[config.mk]
export PLATFORM = sky130hd
export DESIGN_NAME = threshold_relay_output
export DESIGN_NICKNAME = d
export VERILOG_FILES = /design/src/relay_out_pkg.sv /design/src/threshold_relay_output.sv
export SDC_FILE = /design/constraint.sdc
export NUM_CORES = 2
export LEC_CHECK = 0
export ABC_CLOCK_PERIOD_IN_PS = 10180
export BUFFER_PORTS_ARGS = -buffer_cell sky130_fd_sc_hd__buf_4
export CAP_MARGIN = 20
export CORE_UTILIZATION = 40
export DETAILED_ROUTE_END_ITERATION = 6
export GPL_TIMING_DRIVEN = 1
export SLEW_MARGIN = 20
export SYNTH_ARGS = -nofsm -noshare
export SYNTH_HDL_FRONTEND = slang
export SYNTH_SLANG_ARGS = --single-unit
[constraint.sdc]
create_clock -name clock_in -period 10.18 [get_ports clock_in]
set_clock_uncertainty 0.2 [all_clocks]
set_input_delay 2.036 -clock clock_in [delete_from_list [all_inputs] [get_ports clock_in]]
set_output_delay 2.036 -clock clock_in [all_outputs]
set_load 0.02 [all_outputs]
[src/relay_out_pkg.sv]
// constants, register map and enumerations of the threshold relay output
package relay_out_pkg;

  // ****************************************
  // register byte offsets
  // ****************************************
  localparam logic [7:0] ADDR_CTRL = 8'h00;
  localparam logic [7:0] ADDR_LEVEL = 8'h04;
  localparam logic [7:0] ADDR_LOWER = 8'h08;
  localparam logic [7:0] ADDR_UPPER = 8'h0C;
  localparam logic [7:0] ADDR_HYST = 8'h10;
  localparam logic [7:0] ADDR_ON_DELAY = 8'h14;
  localparam logic [7:0] ADDR_OFF_DELAY = 8'h18;
  localparam logic [7:0] ADDR_MIN_ON = 8'h1C;
  localparam logic [7:0] ADDR_MIN_OFF = 8'h20;
  localparam logic [7:0] ADDR_STATUS = 8'h24;
  localparam logic [7:0] ADDR_IRQ_STATUS = 8'h28;
  localparam logic [7:0] ADDR_IRQ_ENABLE = 8'h2C;
  localparam logic [7:0] ADDR_IRQ_CLEAR = 8'h30;

  // ****************************************
  // field positions and reset values
  // ****************************************
  localparam int CTRL_MODE_LSB = 0;
  localparam int CTRL_ALARM_LSB = 4;
  localparam int CTRL_FIELD_W = 3;
  localparam int STAT_STATE_BIT = 0;
  localparam int STAT_ALARM_BIT = 1;
  localparam int STAT_PEND_BIT = 2;
  localparam int STAT_CODE_LSB = 16;
  localparam int IRQ_RISE_BIT = 0;
  localparam int IRQ_FALL_BIT = 1;
  localparam int IRQ_ALARM_BIT = 2;
  localparam int IRQ_W = 3;
  localparam logic [31:0] REG_RESET = 32'h0000_0000;

  // ****************************************
  // enumerations
  // ****************************************
  typedef enum logic [2:0] {
    MODE_DISABLED = 3'b000,
    MODE_ABOVE = 3'b001,
    MODE_BELOW = 3'b010,
    MODE_INSIDE = 3'b011,
    MODE_OUTSIDE = 3'b100
  } mode_e;

  typedef enum logic [2:0] {
    ALARM_HOLD = 3'b000,
    ALARM_IMM_LOW = 3'b001,
    ALARM_IMM_HIGH = 3'b010,
    ALARM_TIMED_LOW = 3'b011,
    ALARM_TIMED_HIGH = 3'b100
  } alarm_e;

  typedef enum logic {
    ST_LOW = 1'b0,
    ST_HIGH = 1'b1
  } relay_state_e;

endpackage

[src/threshold_relay_output.sv]
// threshold relay output: compare, hysteresis, alarm reaction, timing, code out
`timescale 1ns/1ps

module threshold_relay_output
  import relay_out_pkg::*;
#(
  parameter int CODE_W = 16
) (
  // clock, reset, enable
  input wire logic clock_in,
  input wire logic rst_in,
  input wire logic ce_in,
  // apb slave
  input wire logic psel_in,
  input wire logic penable_in,
  input wire logic pwrite_in,
  input wire logic [7:0] paddr_in,
  input wire logic [31:0] pwdata_in,
  output logic [31:0] prdata_out,
  output logic pready_out,
  output logic pslverr_out,
  // source channel
  input wire logic src_valid_in,
  input wire logic signed [31:0] src_value_in,
  input wire logic src_error_in,
  input wire logic source_over_range_flag_in,
  input wire logic source_under_range_flag_in,
  // timing base, one pulse per time unit
  input wire logic tick_in,
  // link to the modbus master
  input wire logic out_active_in,
  output logic [CODE_W-1:0] out_code_out,
  output logic out_update_out,
  // interrupt
  output logic irq_out
);

  // ****************************************
  // registers
  // ****************************************
  logic [31:0] ctrl;
  logic signed [31:0] level;
  logic signed [31:0] lower;
  logic signed [31:0] upper;
  logic [31:0] hyst;
  logic [31:0] on_delay;
  logic [31:0] off_delay;
  logic [31:0] min_on;
  logic [31:0] min_off;
  logic [IRQ_W-1:0] irq_status;
  logic [IRQ_W-1:0] irq_enable;

  // ****************************************
  // apb decode
  // ****************************************
  wire setup = psel_in & ~penable_in;
  wire access = psel_in & penable_in & ce_in;
  wire wr = access & pwrite_in;
  wire hit_ctrl = paddr_in == ADDR_CTRL;
  wire hit_level = paddr_in == ADDR_LEVEL;
  wire hit_lower = paddr_in == ADDR_LOWER;
  wire hit_upper = paddr_in == ADDR_UPPER;
  wire hit_hyst = paddr_in == ADDR_HYST;
  wire hit_on = paddr_in == ADDR_ON_DELAY;
  wire hit_off = paddr_in == ADDR_OFF_DELAY;
  wire hit_min_on = paddr_in == ADDR_MIN_ON;
  wire hit_min_off = paddr_in == ADDR_MIN_OFF;
  wire hit_status = paddr_in == ADDR_STATUS;
  wire hit_irq_st = paddr_in == ADDR_IRQ_STATUS;
  wire hit_irq_en = paddr_in == ADDR_IRQ_ENABLE;
  wire hit_irq_clr = paddr_in == ADDR_IRQ_CLEAR;
  wire hit = hit_ctrl | hit_level | hit_lower | hit_upper | hit_hyst | hit_on | hit_off
             | hit_min_on | hit_min_off | hit_status | hit_irq_st | hit_irq_en | hit_irq_clr;

  assign pready_out = access;
  assign pslverr_out = access & ~hit;

  // ****************************************
  // source sampling and alarm
  // ****************************************
  logic signed [31:0] value;
  logic alarm;
  relay_state_e state;
  logic [31:0] pend_cnt;
  logic [31:0] age_cnt;
  logic [CODE_W-1:0] code;

  wire sample_alarm = src_error_in | source_over_range_flag_in | source_under_range_flag_in;
  wire next_alarm = src_valid_in ? sample_alarm : alarm;
  wire alarm_rise = next_alarm & ~alarm;

  wire mode_e mode = mode_e'(ctrl[CTRL_MODE_LSB +: CTRL_FIELD_W]);
  wire alarm_e reaction = alarm_e'(ctrl[CTRL_ALARM_LSB +: CTRL_FIELD_W]);

  // ****************************************
  // comparison with hysteresis, widened against overflow
  // ****************************************
  wire signed [33:0] v = {{2{value[31]}}, value};
  wire signed [33:0] h = {2'b00, hyst};
  wire signed [33:0] lvl_hi = {{2{level[31]}}, level} + h;
  wire signed [33:0] lvl_lo = {{2{level[31]}}, level} - h;
  wire signed [33:0] low_hi = {{2{lower[31]}}, lower} + h;
  wire signed [33:0] low_lo = {{2{lower[31]}}, lower} - h;
  wire signed [33:0] up_hi = {{2{upper[31]}}, upper} + h;
  wire signed [33:0] up_lo = {{2{upper[31]}}, upper} - h;
  wire above_on = v > lvl_hi;
  wire above_off = v < lvl_lo;
  wire below_on = v < lvl_lo;
  wire below_off = v > lvl_hi;
  wire band_in = (v > low_hi) && (v < up_lo);
  wire band_out = (v < low_lo) || (v > up_hi);
  wire is_high = state == ST_HIGH;

  logic cmp_req;
  always_comb begin
    case (mode)
      MODE_ABOVE: cmp_req = is_high ? ~above_off : above_on;
      MODE_BELOW: cmp_req = is_high ? ~below_off : below_on;
      MODE_INSIDE: cmp_req = is_high ? ~band_out : band_in;
      MODE_OUTSIDE: cmp_req = is_high ? ~band_in : band_out;
      default: cmp_req = 1'b0;
    endcase
  end

  // alarm reaction takes precedence over the comparison
  logic req;
  always_comb begin
    if (!alarm) begin
      req = cmp_req;
    end else begin
      case (reaction)
        ALARM_IMM_LOW: req = 1'b0;
        ALARM_IMM_HIGH: req = 1'b1;
        ALARM_TIMED_LOW: req = 1'b0;
        ALARM_TIMED_HIGH: req = 1'b1;
        default: req = is_high;
      endcase
    end
  end

  // ****************************************
  // timing: switch delay and minimum hold
  // ****************************************
  wire disabled = mode == MODE_DISABLED;
  wire forced = alarm & ((reaction == ALARM_IMM_LOW) | (reaction == ALARM_IMM_HIGH));
  wire pending = (req != is_high) & ~disabled;
  wire [31:0] need_delay = is_high ? off_delay : on_delay;
  wire [31:0] need_hold = is_high ? min_on : min_off;
  wire timed_ok = (pend_cnt >= need_delay) && (age_cnt >= need_hold);

  relay_state_e next_state;
  always_comb begin
    if (disabled) begin
      next_state = ST_LOW;
    end else if (forced) begin
      next_state = relay_state_e'(req);
    end else if (pending && timed_ok) begin
      next_state = relay_state_e'(req);
    end else begin
      next_state = state;
    end
  end

  wire changed = next_state != state;
  wire rise = changed & (next_state == ST_HIGH);
  wire fall = changed & (next_state == ST_LOW);
  wire [CODE_W-1:0] full_code = {CODE_W{1'b1}};
  wire [CODE_W-1:0] next_code = (out_active_in && !disabled && next_state == ST_HIGH)
                                ? full_code : {CODE_W{1'b0}};

  // ****************************************
  // interrupt events, set wins over clear
  // ****************************************
  wire [IRQ_W-1:0] events = {alarm_rise, fall, rise};
  wire [IRQ_W-1:0] clr_mask = (wr & hit_irq_clr) ? pwdata_in[IRQ_W-1:0] : {IRQ_W{1'b0}};
  wire [IRQ_W-1:0] next_irq = (irq_status & ~clr_mask) | events;
  assign irq_out = |(irq_status & irq_enable);

  // ****************************************
  // read mux
  // ****************************************
  wire [31:0] status_word = {code, 13'h0000, pending, alarm, is_high};
  wire [31:0] rdata = hit_ctrl ? ctrl
                    : hit_level ? level
                    : hit_lower ? lower
                    : hit_upper ? upper
                    : hit_hyst ? hyst
                    : hit_on ? on_delay
                    : hit_off ? off_delay
                    : hit_min_on ? min_on
                    : hit_min_off ? min_off
                    : hit_status ? status_word
                    : hit_irq_st ? {29'h0000_0000, irq_status}
                    : hit_irq_en ? {29'h0000_0000, irq_enable}
                    : REG_RESET;

  // ****************************************
  // configuration registers
  // ****************************************
  always_ff @(posedge clock_in) begin
    if (rst_in) begin
      ctrl <= REG_RESET;
      level <= REG_RESET;
      lower <= REG_RESET;
      upper <= REG_RESET;
      hyst <= REG_RESET;
      on_delay <= REG_RESET;
      off_delay <= REG_RESET;
      min_on <= REG_RESET;
      min_off <= REG_RESET;
      irq_enable <= {IRQ_W{1'b0}};
      prdata_out <= REG_RESET;
    end else if (ce_in) begin
      if (wr && hit_ctrl) ctrl <= pwdata_in;
      if (wr && hit_level) level <= pwdata_in;
      if (wr && hit_lower) lower <= pwdata_in;
      if (wr && hit_upper) upper <= pwdata_in;
      if (wr && hit_hyst) hyst <= pwdata_in;
      if (wr && hit_on) on_delay <= pwdata_in;
      if (wr && hit_off) off_delay <= pwdata_in;
      if (wr && hit_min_on) min_on <= pwdata_in;
      if (wr && hit_min_off) min_off <= pwdata_in;
      if (wr && hit_irq_en) irq_enable <= pwdata_in[IRQ_W-1:0];
      if (setup) prdata_out <= rdata;
    end
  end

  // ****************************************
  // relay state, counters and output code
  // ****************************************
  always_ff @(posedge clock_in) begin
    if (rst_in) begin
      value <= REG_RESET;
      alarm <= 1'b0;
      state <= ST_LOW;
      pend_cnt <= REG_RESET;
      age_cnt <= REG_RESET;
      code <= {CODE_W{1'b0}};
      out_code_out <= {CODE_W{1'b0}};
      out_update_out <= 1'b0;
      irq_status <= {IRQ_W{1'b0}};
    end else if (ce_in) begin
      if (src_valid_in && !sample_alarm) value <= src_value_in;
      alarm <= next_alarm;
      state <= next_state;
      if (!pending || changed) begin
        pend_cnt <= REG_RESET;
      end else if (tick_in && pend_cnt != 32'hFFFF_FFFF) begin
        pend_cnt <= pend_cnt + 32'h0000_0001;
      end
      if (changed) begin
        age_cnt <= REG_RESET;
      end else if (tick_in && age_cnt != 32'hFFFF_FFFF) begin
        age_cnt <= age_cnt + 32'h0000_0001;
      end
      code <= next_code;
      out_code_out <= next_code;
      out_update_out <= next_code != code;
      irq_status <= next_irq;
    end
  end

endmodule

==> impl_metrics.tcl <==
set metrics [dict create \
    outcome "finished clean" \
    synth_compound_area_frac 0.228 \
    synthSimpleGateAreaFrac 0.209 \
    grt_pass1_vias 29500 \
    wl_per_cell_um 21.5 \
    arrival_ps 9930 \
    grt_max_degree 188 \
    tritoncts "yes" \
    drc 0 \
    final.min_clock_period_ps 9590 \
    synth_cell_types 82 \
    grt_pass1_wl_um 178000 \
    via_per_inst 5.81 \
    dieHeight_um 290 \
    drt_iter0_drc 2879 \
    path_buf_inv 1 \
    final_nets 4878 \
    setup_ws_ps 585 \
    n_fill_cell 8343 \
    ys_ff_latch 426 \
    yosys_warnings 0 \
    critPathMaxFanout 32 \
    startpoint_type "register" \
    grt.busiest_layer "met2" \
    setup_viol 0 \
    cpLargestDelayFamily "simple AND/OR/NAND/NOR gates" \
    grtUsageTotal 0.270 \
    postCtsHoldBufs 0 \
    syn_to_final_growth_pct 10.1 \
    met1_usage 0.390 \
    clock_latency_ps 630 \
    clk_pin_slew_worst_paths_ps 60 \
    hold_class "register to register" \
    synth_flop_cell "dfxtp_1" \
    post-route-period-util 0.943 \
    synth_top_family_by_area "compound AO/OA/AOI/OAI gates" \
    power_density_mw_per_mm2 104 \
    crit_path_end_kind "register" \
    critPathKind "register to register" \
    drt_wl_total_um 117000 \
    synth_area_mm2 0.0331 \
    io-pin-count 136 \
    worst_slew_pin_slew_ps 1040 \
    initial_core_util 0.404 \
    synthMuxAreaShare 0.0209 \
    vias 31600 \
    root_buffer "clkbuf_16" \
    clock_path_buffers 3 \
    synth_enable_flop_cells 0 \
    ctsResizeCount 0 \
    p_leak_nw 14.5 \
    rsz0062_at_grt "false" \
    max_cap_viol_count 0 \
    die_area_mm2 0.0840 \
    cts_setup_buffers 0 \
    layout-drive-gt1-share 0.0713 \
    yosysSeqAreaShare 0.257 \
    vdd_drop_max_uv 119 \
    overflow 0 \
    met2_usage 0.420 \
    synth-xor-area-share 0.0555 \
    syn_inst 4369 \
    finalHoldViolCount 0 \
    worstPathRequired_ps 10520 \
    stdcell_count 5433 \
    max_freq_mhz 104 \
    firstDrtPassIters 6 \
    placedCellCount 5342 \
    core-area_mm2 0.0820 \
    cts_made_buffers 50 \
    cts.sinks 426 \
    dp_slack_ps 780 \
    die_w_um 290 \
    max_stage_delay_ps 670 \
    async_flop_share 0 \
    post-dp-hpwl_um 90700 \
    setup_tns_ps 0 \
    crit_slowest_cell "nor4bb_1" \
    postRouteAntennaNets 0 \
    synth_adder_area_share 0.179 \
    rows 105 \
    finalWeightedCongestion 0.968 \
    htree_levels 2 \
    antenna_found_initial 1 \
    io_buffers 135 \
    synth_nets 4923 \
    gr-usage-met3 0.0287 \
    synth.avg_cell_area_um2 7.58 \
    drv_slew 0 \
    slew_headroom 0.304 \
]
==> synth_stat cells, types with 11 or more instances <==
cell,number,area [um2]
o21a_1,14,105
nand4_1,53,332
clkbuf_1,241,905
a21o_1,73,548
o21ai_0,130,651
a21oi_1,582,2910
or3_1,41,257
a311oi_1,35,307
xor2_1,53,464
o31ai_1,15,113
dfxtp_1,426,8530
and2_1,15,93.8
buf_4,15,113
nor4_1,19,119
nor2b_1,40,250
a211oi_1,21,158
nor2_1,303,1140
a221o_1,20,200
mux2i_1,64,641
a22oi_1,14,105
nor3_1,53,265
nand2_1,843,3160
o211ai_1,37,278
nand2b_1,39,244
and4_1,16,140
a31oi_1,30,188
or4_1,23,173
xnor2_1,157,1380
nand3_1,77,385
o21bai_1,30,225
or2_2,11,68.8
and3_1,27,169
a221oi_1,34,298
inv_1,156,586
a31o_2,11,96.3
a222oi_1,35,350
ha_1,464,5810
o221ai_1,13,114
==> cell type report <==
cell class | count | area, um2 | share of cell area
tap | 1070 | 1340 | 0.0367
timing repair buffer | 172 | 1310 | 0.0360
clock buffer | 69 | 1420 | 0.0390
antenna | 1 | 2.50 | 0.0000686
clock inverter | 21 | 229 | 0.00628
sequential | 426 | 8530 | 0.234
inverter | 160 | 601 | 0.0165
multi-input combinational | 3514 | 23000 | 0.632
==> per-layer routing <==
metal  share of wire  vias to the layer above
met3           0.067                      154
met4           0.030                        2
met5        0.000094                        -
li1                -                    15400
met1            0.47                    14900
met2            0.43                     1070
==> worst reg2reg max path, delay by kind of cell, from the launching register on <==
| kind | cells | cell delay, ps |
|---|---|---|
| buffers and inverters | 1 | 150 |
| AOI/OAI and AO/OA | 11 | 2810 |
| and+or+nand+nor | 14 | 4050 |
| adders and majority gates | 3 | 1200 |
| xor gates and xnor gates | 1 | 130 |
| DFF | 1 | 430 |
| muxes | 2 | 520 |
==> power breakdown <==
group / switching [mW] / internal (mW)
Combinational: 0.173 / 0.0971
Clock: 0.802 / 1.04
Sequential: 0.0182 / 1.68
Total: 0.994 / 2.81
==> placed cells by master (no fill, tap or decap), types with 35 or more instances in the layout <==
cell	netlist	final
nand2_1	843	842
a21oi_1	582	582
ha_1	464	464
dfxtp_1	426	425
nor2_1	303	289
buf_4	15	170
xnor2_1	157	157
inv_1	156	156
o21ai_0	130	130
nand3_1	77	77
a21o_1	73	73
mux2i_1	64	64
nand4_1	53	53
xor2_1	53	53
clkbuf_16	0	51
nor3_1	53	50
or3_1	41	41
nor2b_1	40	40
nand2b_1	39	39
o211ai_1	37	37
a311oi_1	35	35
a222oi_1	35	35
==> final timing paths <==
check / from / cells past startpoint / slack, ps / endpoint
worst min-delay path: ctrl[16] / 2 / 260 / ctrl[16]
worst min register to register: ctrl[16] / 2 / 260 / ctrl[16]
worst max-delay path: hyst[16] / 32 / 590 / pend_cnt[3]
worst max register to register: hyst[16] / 32 / 590 / pend_cnt[3]
==> through the flow <==
step | power, mW | instance area, um2 | hold WS, ps | util
6_report | 3.81 | 36500 | 257 | 0.445
5_1_grt | 3.92 | 36500 | 274 | 0.445
2_1_floorplan | 1.88 | 33100 | 236 | -
4_1_cts | 3.83 | 36500 | 256 | 0.445
3_5_place_dp | 2.00 | 34800 | 248 | 0.425
3_3_place_gp | 2.00 | 34800 | 241 | 0.425
==> cell families (layout without fill, tap and decap cells) <==
logic type | after synthesis | count (layout)
AO/OA/AOI/OAI | 1190 | 1190
XOR/XNOR | 210 | 210
adder cells (fa/ha/maj) | 470 | 470
buffers and inverters | 429 | 422
flip-flops | 426 | 426
multiplexers | 68 | 68
other | 0 | 1
AND/OR/NAND/NOR | 1576 | 1576
Note: power is estimated with default switching activity, not from simulation.
